--- config.mk ---
export PLATFORM = sky130hd
export DESIGN_NAME = cam_top
export DESIGN_NICKNAME = d
export VERILOG_FILES = /design/src/core/cam_pkg.sv /design/src/core/cam_timebase.sv /design/src/core/cam_channel.sv /design/src/core/cam_top.sv
export SDC_FILE = /design/constraint.sdc
export NUM_CORES = 1
export LEC_CHECK = 0
export BUFFER_PORTS_ARGS = -buffer_cell sky130_fd_sc_hd__buf_4
export CORE_MARGIN = 3
export CORE_UTILIZATION = 55
export DETAILED_ROUTE_END_ITERATION = 8
export HOLD_SLACK_MARGIN = 0.05
export PLACE_DENSITY = 0.76
export SYNTH_ARGS = -nofsm -noshare
export SYNTH_HDL_FRONTEND = slang
export SYNTH_SLANG_ARGS = --single-unit
--- constraint.sdc ---
create_clock -name sys_clk -period 16.71 [get_ports sys_clk]
set_input_delay 1.671 -clock sys_clk [delete_from_list [all_inputs] [get_ports sys_clk]]
set_output_delay 1.671 -clock sys_clk [all_outputs]
set_load 0.01 [all_outputs]
--- src/core/cam_pkg.sv ---
package cam_pkg;

	localparam int NUM_MODULES = 6;

	// register port addresses
	localparam logic [7:0] ADDR_CTRL   = 8'hd8;
	localparam logic [7:0] ADDR_MODE   = 8'hd9;
	localparam logic [7:0] ADDR_CNT_LO = 8'hf9;
	localparam logic [7:0] ADDR_CNT_HI = 8'hfa;
	// per-module tables, module 0 in the low byte
	localparam logic [47:0] ADDR_MMODE_TBL = {8'hdf, 8'hde, 8'hdd, 8'hdc, 8'hdb, 8'hda};
	localparam logic [47:0] ADDR_CMPLO_TBL = {8'he1, 8'hed, 8'heb, 8'he9, 8'hfd, 8'hfb};
	localparam logic [47:0] ADDR_CMPHI_TBL = {8'he2, 8'hee, 8'hec, 8'hea, 8'hfe, 8'hfc};

	// control register fields
	localparam int CTRL_OVF_BIT = 7;
	localparam int CTRL_RUN_BIT = 6;
	localparam logic [7:0] CTRL_RESET = 8'h00;

	// mode register fields
	localparam int MODE_IDLE_BIT = 7;
	localparam int MODE_TB_LSB   = 1;
	localparam int MODE_OVF_IE_BIT = 0;
	localparam logic [7:0] MODE_RESET   = 8'h00;
	localparam logic [7:0] MODE_RD_MASK = 8'h8f;

	// module mode register fields
	localparam int MM_WIDE_BIT  = 7;
	localparam int MM_CMPEN_BIT = 6;
	localparam int MM_MATCH_BIT = 3;
	localparam int MM_TOG_BIT   = 2;
	localparam int MM_PWM_BIT   = 1;
	localparam int MM_FLAGIE_BIT = 0;
	localparam logic [7:0] MM_RESET = 8'h00;

	localparam logic [7:0]  BYTE_ZERO = 8'h00;
	localparam logic [7:0]  BYTE_MAX  = 8'hff;
	localparam logic [15:0] WORD_MAX  = 16'hffff;

	// timebase dividers
	localparam int SYSCLK_DIV_SLOW = 12;
	localparam int SYSCLK_DIV_FAST = 4;
	localparam int EXT_OSC_DIV     = 8;

	typedef enum logic [2:0] {
		TB_SYSCLK_DIV12 = 3'b000,
		TB_SYSCLK_DIV4  = 3'b001,
		TB_TIMER0       = 3'b010,
		TB_ECI_FALL     = 3'b011,
		TB_SYSCLK       = 3'b100,
		TB_EXTOSC_DIV8  = 3'b101
	} cam_tb_sel_t;

endpackage

--- src/core/cam_timebase.sv ---
module cam_timebase #(
	parameter int DIV_SLOW = cam_pkg::SYSCLK_DIV_SLOW,
	parameter int DIV_FAST = cam_pkg::SYSCLK_DIV_FAST,
	parameter int EXT_DIV  = cam_pkg::EXT_OSC_DIV
) (
	input  wire logic       sys_clk,
	input  wire logic       rst,
	input  wire logic [2:0] tb_sel,
	input  wire logic       timer0_overflow,
	input  wire logic       external_count_input,
	input  wire logic       ext_osc_in,
	output logic            tick
);
	logic [3:0] slow_q, slow_d;
	logic [3:0] fast_q, fast_d;
	logic [3:0] ext_q, ext_d;
	logic [2:0] eci_q, osc_q;
	logic       eci_fall, osc_rise;

	assign eci_fall = eci_q[2] & ~eci_q[1];
	assign osc_rise = osc_q[1] & ~osc_q[2];

	always_comb
	begin
		slow_d = (slow_q == 4'(DIV_SLOW - 1)) ? 4'h0 : slow_q + 4'h1;
		fast_d = (fast_q == 4'(DIV_FAST - 1)) ? 4'h0 : fast_q + 4'h1;
		ext_d  = ext_q;
		if (osc_rise)
			ext_d = (ext_q == 4'(EXT_DIV - 1)) ? 4'h0 : ext_q + 4'h1;
	end

	always_comb
	begin
		case (tb_sel)
			cam_pkg::TB_SYSCLK_DIV12: tick = (slow_q == 4'(DIV_SLOW - 1));
			cam_pkg::TB_SYSCLK_DIV4:  tick = (fast_q == 4'(DIV_FAST - 1));
			cam_pkg::TB_TIMER0:       tick = timer0_overflow;
			cam_pkg::TB_ECI_FALL:     tick = eci_fall;
			cam_pkg::TB_SYSCLK:       tick = 1'b1;
			cam_pkg::TB_EXTOSC_DIV8:  tick = osc_rise && (ext_q == 4'(EXT_DIV - 1));
			default:                  tick = 1'b0;
		endcase
	end

	// bit 0 only feeds bit 1; edges are taken from the settled stages
	always_ff @(posedge sys_clk or posedge rst)
	begin
		if (rst)
		begin
			slow_q <= 4'h0;
			fast_q <= 4'h0;
			ext_q  <= 4'h0;
			eci_q  <= 3'h0;
			osc_q  <= 3'h0;
		end
		else
		begin
			slow_q <= slow_d;
			fast_q <= fast_d;
			ext_q  <= ext_d;
			eci_q  <= {eci_q[1:0], external_count_input};
			osc_q  <= {osc_q[1:0], ext_osc_in};
		end
	end
endmodule // cam_timebase

--- src/core/cam_channel.sv ---
module cam_channel (
	input  wire logic        sys_clk,
	input  wire logic        rst,
	input  wire logic        tick,
	input  wire logic [15:0] cnt_next,
	input  wire logic        low_wrap,
	input  wire logic        full_wrap,
	input  wire logic        cmp_en,
	input  wire logic        match_en,
	input  wire logic        tog_en,
	input  wire logic        pwm_en,
	input  wire logic        wide_sel,
	input  wire logic        wr_lo,
	input  wire logic        wr_hi,
	input  wire logic [7:0]  wdata,
	output logic [7:0]       cmp_lo,
	output logic [7:0]       cmp_hi,
	output logic             pin,
	output logic             event_hit
);
	logic [7:0] lo_q, lo_d, hi_q, hi_d;
	logic       pin_q, pin_d;
	logic       hso, freq, pwm8, pwm16, m16, m8;
	logic [7:0] tgt8;

	assign hso   = cmp_en & match_en & tog_en & ~pwm_en;
	assign freq  = cmp_en & tog_en & pwm_en;
	assign pwm8  = cmp_en & pwm_en & ~tog_en & ~wide_sel;
	assign pwm16 = cmp_en & pwm_en & ~tog_en & wide_sel;

	// at the wrap the reloaded value is compared, so a high byte of zero gives full duty
	assign tgt8 = (pwm8 & low_wrap) ? hi_q : lo_q;
	assign m16  = tick & (cnt_next == {hi_q, lo_q});
	assign m8   = tick & (cnt_next[7:0] == tgt8);

	always_comb
	begin
		lo_d  = lo_q;
		hi_d  = hi_q;
		pin_d = pin_q;
		if (hso && m16)
			pin_d = ~pin_q;
		if (freq && m8)
		begin
			pin_d = ~pin_q;
			lo_d  = lo_q + hi_q;
		end
		if (pwm8)
		begin
			if (low_wrap)
			begin
				lo_d  = hi_q;
				pin_d = 1'b0;
			end
			if (m8)
				pin_d = 1'b1;
		end
		if (pwm16)
		begin
			if (full_wrap)
				pin_d = 1'b0;
			if (m16)
				pin_d = 1'b1;
		end
		// software write wins over hardware stepping
		if (wr_lo)
			lo_d = wdata;
		if (wr_hi)
			hi_d = wdata;
	end

	assign event_hit = cmp_en & (pwm_en ? (wide_sel ? m16 : m8) : (match_en & m16));
	assign cmp_lo = lo_q;
	assign cmp_hi = hi_q;
	assign pin    = pin_q;

	always_ff @(posedge sys_clk or posedge rst)
	begin
		if (rst)
		begin
			lo_q  <= cam_pkg::BYTE_ZERO;
			hi_q  <= cam_pkg::BYTE_ZERO;
			pin_q <= 1'b0;
		end
		else
		begin
			lo_q  <= lo_d;
			hi_q  <= hi_d;
			pin_q <= pin_d;
		end
	end
endmodule // cam_channel

--- src/core/cam_top.sv ---
// Notes on behaviour
// - high speed mode toggles pin on match
// - toggle, match, comparator bits pick high speed
// - low write clears, high write sets comparator
// - frequency match toggles, adds high to low
// - comparator, toggle, pwm bits pick frequency
// - high byte zero means 256 clocks
// - pwm8 high on match, low on wrap
// - pwm8 reloads low from high at wrap
// - comparator, pwm, not wide pick pwm8
// - pwm8 high fraction is 256 minus high
// - pwm16 high on match, low on overflow
// - comparator, pwm, wide bits pick pwm16
// - pwm16 high fraction 65536 minus compare
// - overflow flag set by hardware, software clears
// - overflow request needs enable and flag
// - run bit stops or starts counter
// - match or capture sets module flag
// - idle bit suspends array in idle
// - three select bits choose counter timebase
// - low read snapshots high byte
// - module flag enable gates its request
module cam_top #(
	parameter int NUM_MODULES = cam_pkg::NUM_MODULES
) (
	input  wire logic                   sys_clk,
	input  wire logic                   rst,
	input  wire logic [7:0]             sfr_addr,
	input  wire logic                   sfr_wr,
	input  wire logic                   sfr_rd,
	input  wire logic [7:0]             sfr_wdata,
	output logic [7:0]                  sfr_rdata,
	input  wire logic                   cpu_idle,
	input  wire logic                   timer0_overflow,
	input  wire logic                   external_count_input,
	input  wire logic                   ext_osc_in,
	input  wire logic [NUM_MODULES-1:0] capture_event,
	output logic [NUM_MODULES-1:0]      module_output_pin,
	output logic                        irq
);
	logic                   ovf_flag_q, ovf_flag_d;
	logic                   run_q, run_d;
	logic [NUM_MODULES-1:0] flag_q, flag_d;
	logic                   idle_sus_q, idle_sus_d;
	logic [2:0]             tb_q, tb_d;
	logic                   ovf_ie_q, ovf_ie_d;
	logic [7:0]             mm_q [NUM_MODULES];
	logic [7:0]             mm_d [NUM_MODULES];
	logic [15:0]            cnt_q, cnt_d;
	logic [7:0]             snap_q, snap_d;
	logic [7:0]             rdata_q, rdata_d;

	logic                   tb_tick, step, low_wrap, full_wrap;
	logic [NUM_MODULES-1:0] wr_lo, wr_hi, wr_mm, hit;
	logic [7:0]             cmp_lo [NUM_MODULES];
	logic [7:0]             cmp_hi [NUM_MODULES];

	logic wr_ctrl, wr_mode, wr_cnt_lo, wr_cnt_hi, rd_cnt_lo;

	assign wr_ctrl   = sfr_wr && (sfr_addr == cam_pkg::ADDR_CTRL);
	assign wr_mode   = sfr_wr && (sfr_addr == cam_pkg::ADDR_MODE);
	assign wr_cnt_lo = sfr_wr && (sfr_addr == cam_pkg::ADDR_CNT_LO);
	assign wr_cnt_hi = sfr_wr && (sfr_addr == cam_pkg::ADDR_CNT_HI);
	assign rd_cnt_lo = sfr_rd && (sfr_addr == cam_pkg::ADDR_CNT_LO);

	cam_timebase u_timebase (
		.sys_clk              (sys_clk),
		.rst                  (rst),
		.tb_sel               (tb_q),
		.timer0_overflow      (timer0_overflow),
		.external_count_input (external_count_input),
		.ext_osc_in           (ext_osc_in),
		.tick                 (tb_tick)
	);

	assign step      = tb_tick & run_q & ~(idle_sus_q & cpu_idle);
	assign low_wrap  = step & (cnt_q[7:0] == cam_pkg::BYTE_MAX);
	assign full_wrap = step & (cnt_q == cam_pkg::WORD_MAX);

	always_comb
	begin
		cnt_d = cnt_q;
		if (step)
			cnt_d = cnt_q + 16'h0001;
		// a write lands over a simultaneous step
		if (wr_cnt_lo)
			cnt_d[7:0] = sfr_wdata;
		if (wr_cnt_hi)
			cnt_d[15:8] = sfr_wdata;
	end

	genvar gi;
	generate
		for (gi = 0; gi < NUM_MODULES; gi++)
		begin : g_mod
			assign wr_lo[gi] = sfr_wr && (sfr_addr == cam_pkg::ADDR_CMPLO_TBL[gi*8 +: 8]);
			assign wr_hi[gi] = sfr_wr && (sfr_addr == cam_pkg::ADDR_CMPHI_TBL[gi*8 +: 8]);
			assign wr_mm[gi] = sfr_wr && (sfr_addr == cam_pkg::ADDR_MMODE_TBL[gi*8 +: 8]);

			// comparator sees the count the counter is about to take
			cam_channel u_chan (
				.sys_clk   (sys_clk),
				.rst       (rst),
				.tick      (step),
				.cnt_next  (cnt_q + 16'h0001),
				.low_wrap  (low_wrap),
				.full_wrap (full_wrap),
				.cmp_en    (mm_q[gi][cam_pkg::MM_CMPEN_BIT]),
				.match_en  (mm_q[gi][cam_pkg::MM_MATCH_BIT]),
				.tog_en    (mm_q[gi][cam_pkg::MM_TOG_BIT]),
				.pwm_en    (mm_q[gi][cam_pkg::MM_PWM_BIT]),
				.wide_sel  (mm_q[gi][cam_pkg::MM_WIDE_BIT]),
				.wr_lo     (wr_lo[gi]),
				.wr_hi     (wr_hi[gi]),
				.wdata     (sfr_wdata),
				.cmp_lo    (cmp_lo[gi]),
				.cmp_hi    (cmp_hi[gi]),
				.pin       (module_output_pin[gi]),
				.event_hit (hit[gi])
			);
		end
	endgenerate

	always_comb
	begin
		run_d      = run_q;
		idle_sus_d = idle_sus_q;
		tb_d       = tb_q;
		ovf_ie_d   = ovf_ie_q;
		ovf_flag_d = ovf_flag_q;
		flag_d     = flag_q;
		if (wr_ctrl)
		begin
			ovf_flag_d = sfr_wdata[cam_pkg::CTRL_OVF_BIT];
			run_d      = sfr_wdata[cam_pkg::CTRL_RUN_BIT];
			flag_d     = sfr_wdata[NUM_MODULES-1:0];
		end
		if (wr_mode)
		begin
			idle_sus_d = sfr_wdata[cam_pkg::MODE_IDLE_BIT];
			tb_d       = sfr_wdata[cam_pkg::MODE_TB_LSB +: 3];
			ovf_ie_d   = sfr_wdata[cam_pkg::MODE_OVF_IE_BIT];
		end
		if (full_wrap)
			ovf_flag_d = 1'b1;
		flag_d = flag_d | hit | capture_event;
		for (int i = 0; i < NUM_MODULES; i++)
		begin
			mm_d[i] = wr_mm[i] ? sfr_wdata : mm_q[i];
			if (wr_lo[i])
				mm_d[i][cam_pkg::MM_CMPEN_BIT] = 1'b0;
			if (wr_hi[i])
				mm_d[i][cam_pkg::MM_CMPEN_BIT] = 1'b1;
		end
	end

	always_comb
	begin
		snap_d  = rd_cnt_lo ? cnt_q[15:8] : snap_q;
		rdata_d = rdata_q;
		if (sfr_rd)
		begin
			rdata_d = cam_pkg::BYTE_ZERO;
			case (sfr_addr)
				cam_pkg::ADDR_CTRL:   rdata_d = {ovf_flag_q, run_q, {(6 - NUM_MODULES){1'b0}}, flag_q};
				cam_pkg::ADDR_MODE:   rdata_d = {idle_sus_q, 3'b000, tb_q, ovf_ie_q} & cam_pkg::MODE_RD_MASK;
				cam_pkg::ADDR_CNT_LO: rdata_d = cnt_q[7:0];
				cam_pkg::ADDR_CNT_HI: rdata_d = snap_q;
				default:
				begin
					for (int i = 0; i < NUM_MODULES; i++)
					begin
						if (sfr_addr == cam_pkg::ADDR_MMODE_TBL[i*8 +: 8])
							rdata_d = mm_q[i];
						if (sfr_addr == cam_pkg::ADDR_CMPLO_TBL[i*8 +: 8])
							rdata_d = cmp_lo[i];
						if (sfr_addr == cam_pkg::ADDR_CMPHI_TBL[i*8 +: 8])
							rdata_d = cmp_hi[i];
					end
				end
			endcase
		end
	end

	always_ff @(posedge sys_clk or posedge rst)
	begin
		if (rst)
		begin
			cnt_q <= 16'h0000;
		end
		else
		begin
			cnt_q <= cnt_d;
		end
	end

	always_ff @(posedge sys_clk or posedge rst)
	begin
		if (rst)
		begin
			ovf_flag_q <= cam_pkg::CTRL_RESET[cam_pkg::CTRL_OVF_BIT];
			run_q      <= cam_pkg::CTRL_RESET[cam_pkg::CTRL_RUN_BIT];
			flag_q     <= cam_pkg::CTRL_RESET[NUM_MODULES-1:0];
		end
		else
		begin
			ovf_flag_q <= ovf_flag_d;
			run_q      <= run_d;
			flag_q     <= flag_d;
		end
	end

	always_ff @(posedge sys_clk or posedge rst)
	begin
		if (rst)
		begin
			idle_sus_q <= cam_pkg::MODE_RESET[cam_pkg::MODE_IDLE_BIT];
			tb_q       <= cam_pkg::MODE_RESET[cam_pkg::MODE_TB_LSB +: 3];
			ovf_ie_q   <= cam_pkg::MODE_RESET[cam_pkg::MODE_OVF_IE_BIT];
		end
		else
		begin
			idle_sus_q <= idle_sus_d;
			tb_q       <= tb_d;
			ovf_ie_q   <= ovf_ie_d;
		end
	end

	always_ff @(posedge sys_clk or posedge rst)
	begin
		if (rst)
		begin
			for (int i = 0; i < NUM_MODULES; i++)
				mm_q[i] <= cam_pkg::MM_RESET;
		end
		else
		begin
			for (int i = 0; i < NUM_MODULES; i++)
				mm_q[i] <= mm_d[i];
		end
	end

	always_ff @(posedge sys_clk or posedge rst)
	begin
		if (rst)
		begin
			snap_q  <= cam_pkg::BYTE_ZERO;
			rdata_q <= cam_pkg::BYTE_ZERO;
		end
		else
		begin
			snap_q  <= snap_d;
			rdata_q <= rdata_d;
		end
	end

	logic [NUM_MODULES-1:0] flag_ie;
	always_comb
	begin
		for (int i = 0; i < NUM_MODULES; i++)
			flag_ie[i] = mm_q[i][cam_pkg::MM_FLAGIE_BIT];
	end

	assign irq       = (ovf_flag_q & ovf_ie_q) | (|(flag_q & flag_ie));
	assign sfr_rdata = rdata_q;
endmodule // cam_top

After elaboration in Yosys (flattened, before gate mapping). Cells that the tools add are included.

Output and inout bits: 15. Register bits after elaboration: 213. Input bits: 30.

Eq/ne operators: 44. Multiplexer cells: 137. Bitwise operators: 123. Reductions and logical operators: 47. Add/subtract/negate cells: 10.

Operators with widths (number): 8-bit two-way mux (50); 8-bit == test, second input constant (23); 16-bit == test (6); 1-bit AND (92); 1-bit two-way mux (74); 8-bit adder (6); 8-bit == test (6); 7-bit two-way mux (6); 1-bit logical AND (36); 8-bit case mux with 4 select lines (1); 1-bit inverter (27); 3-bit nonzero test (6); 16-bit by 1-bit adder with 16-bit output, second input constant (1); 16-bit == test, second input constant (1); 16-bit two-way mux (1); 4-bit by 1-bit adder with 4-bit output, second input constant (3); 4-bit two-way mux (3); 6-bit bitwise OR (2); 6-bit AND (1); 3-bit by 2-bit == test with 1-bit output, second input constant (2); 3-bit == test, second input constant (2); 6-bit two-way mux (1); 1-bit case mux with 6 select lines (1); 2-bit nonzero test (3); other kinds (7) (7).

Longest topological paths before layout. Gate-level depths: netlist of run 1.

Depth in word-level cells: 20. Gate-level depth with buffers: 14. Mapped depth without buffers: 12.

By module. A second synthesis of run 1 with hierarchy kept.

Cells, all modules: 1983. Area, all modules: 17166.5 µm².

Modules (own cells, without submodules): cam_top (seq. area each 2327.2 µm², cells each 682, times used 1, area an instance 6130.9 µm²); cam_channel (g_mod[1].u_chan ...) (seq. area each 425.4 µm², cells each 210, times used 3, area an instance 1724.2 µm²); cam_channel (g_mod[4].u_chan) (seq. area each 425.4 µm², cells each 209, times used 1, area an instance 1724.2 µm²); cam_channel (g_mod[5].u_chan) (seq. area each 425.4 µm², cells each 206, times used 1, area an instance 1712.9 µm²); cam_channel (g_mod[0].u_chan) (seq. area each 425.4 µm², cells each 196, times used 1, area an instance 1686.6 µm²); cam_timebase (seq. area each 450.4 µm², cells each 60, times used 1, area an instance 739.5 µm²).

Worst setup path before layout of run 1. Ideal clock, no wire load.

Path type: input -> register. Start point: input timer0_overflow. End point: register g_mod[1].u_chan.lo_q[7]. Slack: 12.602 ns. Stages: 11. Path buffers: 2. Setup time: 0.092 ns. Data required time: 16.618 ns. Arrival: 4.016 ns. Cell sequence: nand2b_1 > a32oi_4 > nand4_4 > buf_6 > mux2i_1 > xnor2_1 > nand4_1 > or4b_1 > buf_6 > o21a_1 > o31ai_2.

Longest elaborated chain between the ends: 13.

RTL lines: from (decl) (line cam_top.sv:34) `input wire logic timer0_overflow,`; 1-bit case mux with 6 select lines (*) (line cam_timebase.sv:34) `case (tb_sel)`; 1-bit AND (*) (2 in series) (line cam_top.sv:76) `assign step = tb_tick & run_q & ~(idle_sus_q & cpu_idle);`; 1-bit AND (line cam_top.sv:77) `assign low_wrap = step & (cnt_q[7:0] == cam_pkg::BYTE_MAX);`; 1-bit AND (line cam_channel.sv:32) `assign tgt8 = (pwm8 & low_wrap) ? hi_q : lo_q;`; 8-bit two-way mux (line cam_channel.sv:32); 8-bit == test (line cam_channel.sv:34) `assign m8 = tick & (cnt_next[7:0] == tgt8);`; 1-bit AND (line cam_channel.sv:34); 1-bit logical AND (line cam_channel.sv:43) `if (freq && m8)`; 8-bit two-way mux (line cam_channel.sv:43); 8-bit two-way mux (line cam_channel.sv:50) `if (low_wrap)`; 8-bit two-way mux (*) (line cam_channel.sv:48) `if (pwm8)`; 8-bit two-way mux (*) (line cam_channel.sv:66) `if (wr_lo)`; named net g_mod[1].u_chan.lo_d[7] (line cam_channel.sv:21) `logic [7:0] lo_q, lo_d, hi_q, hi_d;`; to (signal assigned) (line cam_channel.sv:81) `lo_q <= cam_pkg::BYTE_ZERO;`; to (signal assigned) (line cam_channel.sv:87) `lo_q <= lo_d;`; to (decl) (line cam_channel.sv:21).

The timed path passes the listed nets; every way through them passes the cells marked *. A chain may end at the register's enable or synchronous reset.

Worst setup path in the final report of run 1.
Start point: register cnt_q[0]. End point: register g_mod[2].u_chan.pin_q.

Longest elaborated chain between the ends: 14. Elaborated cells on any way between the ends: 21. Those cells by class: add/sub: 1; eq/ne: 4; mux: 9; bitwise: 5; reduce/logical: 2.

RTL lines: from (decl) (line cam_top.sv:49) `logic [15:0] cnt_q, cnt_d;`; from (signal assigned) (line cam_top.sv:193) `cnt_q <= cnt_d;`; branches (longest 13 deep; another with 16-bit by 1-bit adder with 16-bit output); 1-bit two-way mux (*) (line cam_channel.sv:58) `if (pwm16)`; named net g_mod[2].u_chan.pin_d (line cam_channel.sv:22) `logic pin_q, pin_d;`; to (signal assigned) (line cam_channel.sv:89) `pin_q <= pin_d;`; to (decl) (line cam_channel.sv:22).

Mark *: on every way through the listed nets, which the timed path passes.

==> results.yml, run 1 <==
run_status:
  outcome: "finished with violations"
  violations: "design-rule violations"
sta:
  final-setup-viol-count: 0
  clock_skew_ps: 20.9
  hold_viol_final: 0
  period_minus_slack_ps: 5070
  fmax_mhz: 197
  slew_headroom: 0.128
  rsz0062_at_grt: "no"
  fin_ws_ps: 11640
  finalSetupTns_ps: 0
  worst_pin_slew_ps: 1300
  finalCritPeriodShare: 0.303
  maxSlewViolCount: 0
grt:
  grt_pass1_wl_um: 102000
  grt_pass1_vias: 15836
  grt_max_degree: 85
  antenna_found_initial: 0
  overflow: 0
  grtUsageTotal: 0.402
worst_setup_path:
  cp_max_fo: 21
  cpMostUsedCell: "xnor2_1"
  path_cells: "buf_4 > ha_1 > nand3_2 > nor4_2 > xnor2_1 > xnor2_1 > nor4b_1 > and4_1 > o21bai_1 > mux2_2 > o2bb2ai_1"
  slowest_delay_ps: 890
  startpoint_type: "register"
  worstSetupPathType: "reg -> reg"
  cpMaxStageDelayCell: "nor4_2"
  cp.required_ps: 17140
  worst_setup_path_end_kind: "register"
  worstPathArrival_ps: 5500
synthesis:
  synth.area.top_cells: "dfrtp_1 (31%), mux2_2 (5.5%), xnor2_1 (5.0%)"
  ys_ff_latch: 213
  ys_top_cells_by_count: "dfrtp_1 (213), nand2_1 (192), nor2_1 (132), o21ai_0 (120), xnor2_1 (98)"
  yosys.cell_types.count: 101
  avgSynthCellArea_um2: 8.79
  async_flop_share: 1.00
  synthCells: 1941
  synth_nets: 2023
  yosys_most_used_dff: "dfrtp_1"
  syn_area_um2: 17100
  synth_area_leader_cell: "dfrtp_1"
  synth_edf_count: 0
  yosys.area.top_type_share: 0.312
  synth-warning-count: 0
  ys_seq_area_frac: 0.312
  yosysMostFrequentCell: "dfrtp_1"
drt:
  totalWireLength_um: 68800
  num_vias: 16910
  ant_nets: 0
  drt-wirelength-per-cell_um: 29.7
  first_pass_iters: 9
  avgViaCountPerCell: 7.30
  drtIter0Drc: 2750
  drc_errors: 1
finish:
  n_fill_cell: 2639
  layout.nets: 1993
  utilization: 0.609
  diodes: 0
  drive_gt1_frac: 0.124
  syn2layout_area_growth_pct: 7.51
  final_cell_area_um2: 18400
pwr:
  leakage_nw: 7.77
  vdd_drop_max_mv: 0.0728
  power.density_nw_per_um2: 80.8
floorplanning:
  dieArea_um2: 33200
  die_w_um: 182
  start_util: 0.567
  io_pins: 45
  die_h_um: 182
  row_count: 63
  core_area_um2: 30100
placed_design:
  gp_congestion: 1.13
  pre_cts_slack_ps: 11640
  placed_area_um2: 17500
  io_buffers: 44
  dp_hpwl_um: 49000
run:
  maxCapViolCount: 0
clock_network:
  cts_setup_buffers: 0
  clock-sinks: 213
  post_cts_resized: 0
  cts_buffer_depth: 3
  clkLatencyLatePin_ps: 560
  cts_tree: "done"
  cts-root-buf: "clkbuf_16"
  cts_hold_buf: 0
  cts_buffers: 25
  clk_pin_slew_ps: 60
  h-tree-depth: 1
worst_hold_path:
  hp-class: "reg -> reg"
## flip-flops by register name (all words and copies together), names as in the netlist
signal	cells
idle_sus_q	1
cnt_q	16
flag_ie	6
g_mod.u_chan.pin	6
tb_q	3
mm_q	42
flag_q	6
g_mod.u_chan.cmp_hi	48
u_timebase.eci_q	3
snap_q	8
u_timebase.osc_q	3
u_timebase.fast_q	4
ovf_ie_q	1
u_timebase.ext_q	4
ovf_flag_q	1
g_mod.u_chan.cmp_lo	48
u_timebase.slow_q	4
sfr_rdata	8
run_q	1
## cell type report
class	instances	area [um2]	share of cell area
Multi-Input combinational cell	1532	10900	0.595
Tap cell	390	488	0.0266
Inverter	66	255	0.0139
Clock buffer	29	651	0.0355
Timing Repair Buffer	73	548	0.0299
Sequential cell	213	5330	0.290
Clock inverter	14	160	0.00873
## metrics by stage
stage               total power, mW  hold WS, ps  std cells
finish                         1.48          353       2317
global route                   1.52          377       2317
CTS                            1.47          359       2317
detailed placement            0.915          338       2274
global placement              0.910          337       2274
floorplan                     0.802          331       1941
## worst max-delay path, delay by kind of cell, from the launching register on
| kind | cells | cell delay (ps) |
|---|---|---|
| buffers and inverters | 1 | 400 |
| flip-flops | 1 | 320 |
| adder cells (fa/ha/maj) | 1 | 570 |
| AO/OA/AOI/OAI | 2 | 250 |
| XOR/XNOR | 2 | 840 |
| multiplexers | 1 | 350 |
| AND/OR/NAND/NOR | 4 | 2230 |
## logic make-up after synthesis
family / after synthesis / synth area share
and+or+nand+nor: 664 / 0.209
AOI/OAI and AO/OA: 515 / 0.206
DFF: 213 / 0.312
buffers and inverters: 196 / 0.0492
xor gates and xnor gates: 159 / 0.0934
muxes: 142 / 0.0896
adders and majority gates: 52 / 0.0408
## routing by layer
| metal | vias to the layer above | share of wire | track usage |
|---|---|---|---|
| met3 | 298 | 0.13 | 0.101 |
| met2 | 1297 | 0.41 | 0.587 |
| met5 | - | 0 | 0.0104 |
| met1 | 8170 | 0.39 | 0.558 |
| li1 | 7145 | - | - |
| met4 | 0 | 0.066 | 0.197 |
## cells in the final DEF, fill, tap and decap left out, drive strengths merged, types with 49 or more instances in the layout
master and instances:
a21oi 90, buf 73, nor3 56, nor2 135
o21ai 124, nand2 193, mux2 86, nand3 49
inv 65, dfrtp 213, mux2i 56, xnor2 99
## final timing paths
path                                startpoint                         to  slack (ps)  depth (start not counted)
setup / recovery                      cnt_q[0]        g_mod[2].u_chan.pin       11640                         11
hold / removal             u_timebase.osc_q[0]        u_timebase.osc_q[1]         350                          0
setup reg to reg                      cnt_q[0]        g_mod[2].u_chan.pin       11640                         11
hold reg to reg            u_timebase.osc_q[0]        u_timebase.osc_q[1]         350                          0
max in group asynchronous                  rst               sfr_rdata[7]       14090                          3
min in group asynchronous                  rst  g_mod[1].u_chan.cmp_hi[5]        1210                          2
## where the power goes
| group | internal, mW | switching, mW |
|---|---|---|
| sequential | 0.546 | 0.0670 |
| combinational | 0.120 | 0.191 |
| clock | 0.324 | 0.234 |
Note: power is estimated with default switching activity, not from simulation.
==> run 2, diff against run 1 <==
==> constraint.sdc (replaced) <==
create_clock -name sys_clk -period 5.25 [get_ports sys_clk]
set_input_delay 0.525 -clock sys_clk [delete_from_list [all_inputs] [get_ports sys_clk]]
set_output_delay 0.525 -clock sys_clk [all_outputs]
set_load 0.01 [all_outputs]
==> run 2 against run 1 <==
- the flow now finishes without violations
- largest cell class unchanged
- count of clock-buffer cells in the layout is 5 higher
- largest power group is now clock
- total power grew to 3.4 times the previous value
- cell count increased by 1.1%
- first-iteration DRC count decreased by 13%
- critical endpoint is now g_mod[2].u_chan.cmp_lo[7]
- via count rose by 1.3%
- clock skew decreased by 6.6 ps
- register-to-register slack got worse by 11000 ps
- fmax grew 11%
- non-clock buffer count rose by 20
==> results.yml, run 2 (synthesis results as in run 1) <==
worst_setup_path:
  startpoint_type: "register"
  worst_setup_path_end_kind: "register"
  cp.required_ps: 5710
  path_delay_family: "simple AND/OR/NAND/NOR gates"
  path_cells: "ha_1 > nand3_2 > nor4_2 > nand4_2 > mux2i_1 > xnor2_1 > nand4_1 > nor3_2 > a211oi_1 > o31ai_1"
  worst-path-buf-inv: 0
  cpMaxStageDelayCell: "nor3_2"
  cp_max_fo: 16
  slowest_delay_ps: 730
  worstSetupPathType: "reg -> reg"
  worstPathArrival_ps: 5040
floorplanning:
  io_pins: 45
  row_count: 63
  start_util: 0.567
  die_w_um: 182
  dieArea_um2: 33200
  die_h_um: 182
  core_area_um2: 30100
placed_design:
  gp_congestion: 1.04
  dp_hpwl_um: 50900
  io_buffers: 44
  placedCellCount: 2293
sta:
  clock_skew_ps: 14.3
  finalCritPeriodShare: 0.872
  period_minus_slack_ps: 4580
  maxSlewViolCount: 0
  rsz0062_at_grt: "no"
  final-setup-viol-count: 0
  slew_headroom: 0.0546
  hold_viol_final: 0
  fmax_mhz: 218
  finalSetupTns_ps: 0
  worst_pin_slew_ps: 1410
drt:
  totalWireLength_um: 71900
  num_vias: 17131
  ant_nets: 0
  drtIter0Drc: 2393
  first_pass_iters: 9
  drt-wirelength-per-cell_um: 30.7
  drc_errors: 0
  avgViaCountPerCell: 7.31
finish:
  final_cells: 2342
  layout_common_cells: "dfrtp_1 (213), nand2_1 (192), nor2_1 (132)"
  final_common_cell: "dfrtp_1"
  diodes: 0
  drive_gt1_frac: 0.136
  layout.nets: 2014
  syn2layout_area_growth_pct: 9.40
  n_fill_cell: 2601
worst_hold_path:
  hp-class: "in -> reg"
pwr:
  seq_power_share: 0.390
  power_frac_clock: 0.406
  power.density_nw_per_um2: 268
  combPwrFrac: 0.203
  vdd_drop_max_mv: 0.266
  switching_share: 0.326
  internal_power_mw: 3.37
  leakage_nw: 7.94
  switchingPower_mw: 1.63
clock_network:
  cts_buffers: 26
  clk_pin_slew_ps: 60
  clkLatencyLatePin_ps: 560
  cts-root-buf: "clkbuf_16"
  clock-sinks: 213
  h-tree-depth: 1
  cts_tree: "done"
  cts_buffer_depth: 3
grt:
  overflow: 0
  grt_pass1_wl_um: 106000
  grt_max_degree: 136
  antenna_found_initial: 3
  grt_pass1_vias: 16121
  grtUsageTotal: 0.424
run_status:
  outcome: "completed"
run:
  maxCapViolCount: 0
[run 2: cell types whose count changed in the layout (fill, tap and decap cells not counted), moves of 2 or more]
cell	previous run	this run
buf_4	73	91
clkbuf_1	3	0
clkbuf_16	25	27
clkbuf_8	1	7
clkinv_2	6	2
[run 2: worst register-to-register path, stage by stage, from the launching register on]
cell and delay (ps):
dfrtp_1 470, ha_1 540, nand3_2 520, nor4_2 560
nand4_2 480, mux2i_1 360, xnor2_1 150, nand4_1 270
nor3_2 730, a211oi_1 160, o31ai_1 250
[run 2: path summary, 6_finish.rpt]
check                                           from                   endpoint  slack, ps  cells after the start
worst max-delay path                        cnt_q[1]  g_mod[2].u_chan.cmp_lo[7]        670                     10
worst min-delay path            external_count_input        u_timebase.eci_q[0]         70                      1
worst max register to register              cnt_q[1]  g_mod[2].u_chan.cmp_lo[7]        670                     10
worst min register to register   u_timebase.osc_q[0]        u_timebase.osc_q[1]        360                      0
max in group asynchronous                        rst                  cnt_q[10]       3610                      4
min in group asynchronous                        rst  g_mod[2].u_chan.cmp_hi[6]        480                      3
[run 2: timing repair]
item | CTS | global route
endpoints found under the hold margin | 12 | 0
hold buffers | 1 | 0
buffers inserted | 0 | 0
resized for setup | 0 | 0
[run 2: layer usage]
metal | part of all wire | wire (um) | track usage | up-vias
met1 | 0.39 | 27800 | 0.591 | 8294
met3 | 0.14 | 9930 | 0.103 | 309
li1 | - | - | - | 7182
met2 | 0.40 | 28900 | 0.602 | 1344
met5 | 0.00018 | 13 | 0 | -
met4 | 0.073 | 5210 | 0.239 | 2
[run 2: power by group through the flow]
stage	clock, mW	combinational, mW	sequential [mW]
2_1_floorplan	0	0.698	1.85
3_3_place_gp	0	0.955	1.96
3_5_place_dp	0	0.973	1.96
4_1_cts	2.04	0.980	1.94
5_1_grt	2.10	1.08	1.95
6_report	2.03	1.02	1.95
[run 2: stage by stage]
stage           util  setup slack (ps)  instance area, um2  power (mW)  hold WS (ps)
3_3_place_gp   0.588               913               17700        2.92           345
2_1_floorplan      -              1950               17100        2.55           331
3_5_place_dp   0.588               845               17700        2.94           342
6_report       0.620               671               18700        5.00          71.1
4_1_cts        0.620               795               18700        4.95          64.6
5_1_grt        0.620               323               18700        5.13          62.6
[run 2: layout make-up]
class	instances	area, um2	share of cell area
multi-input cells	1532	10900	0.585
flip-flops and latches	213	5330	0.285
clock buffers	34	772	0.0413
repair buffers	93	713	0.0382
well taps	390	488	0.0261
inverters	66	251	0.0135
clock inverters	14	199	0.0107
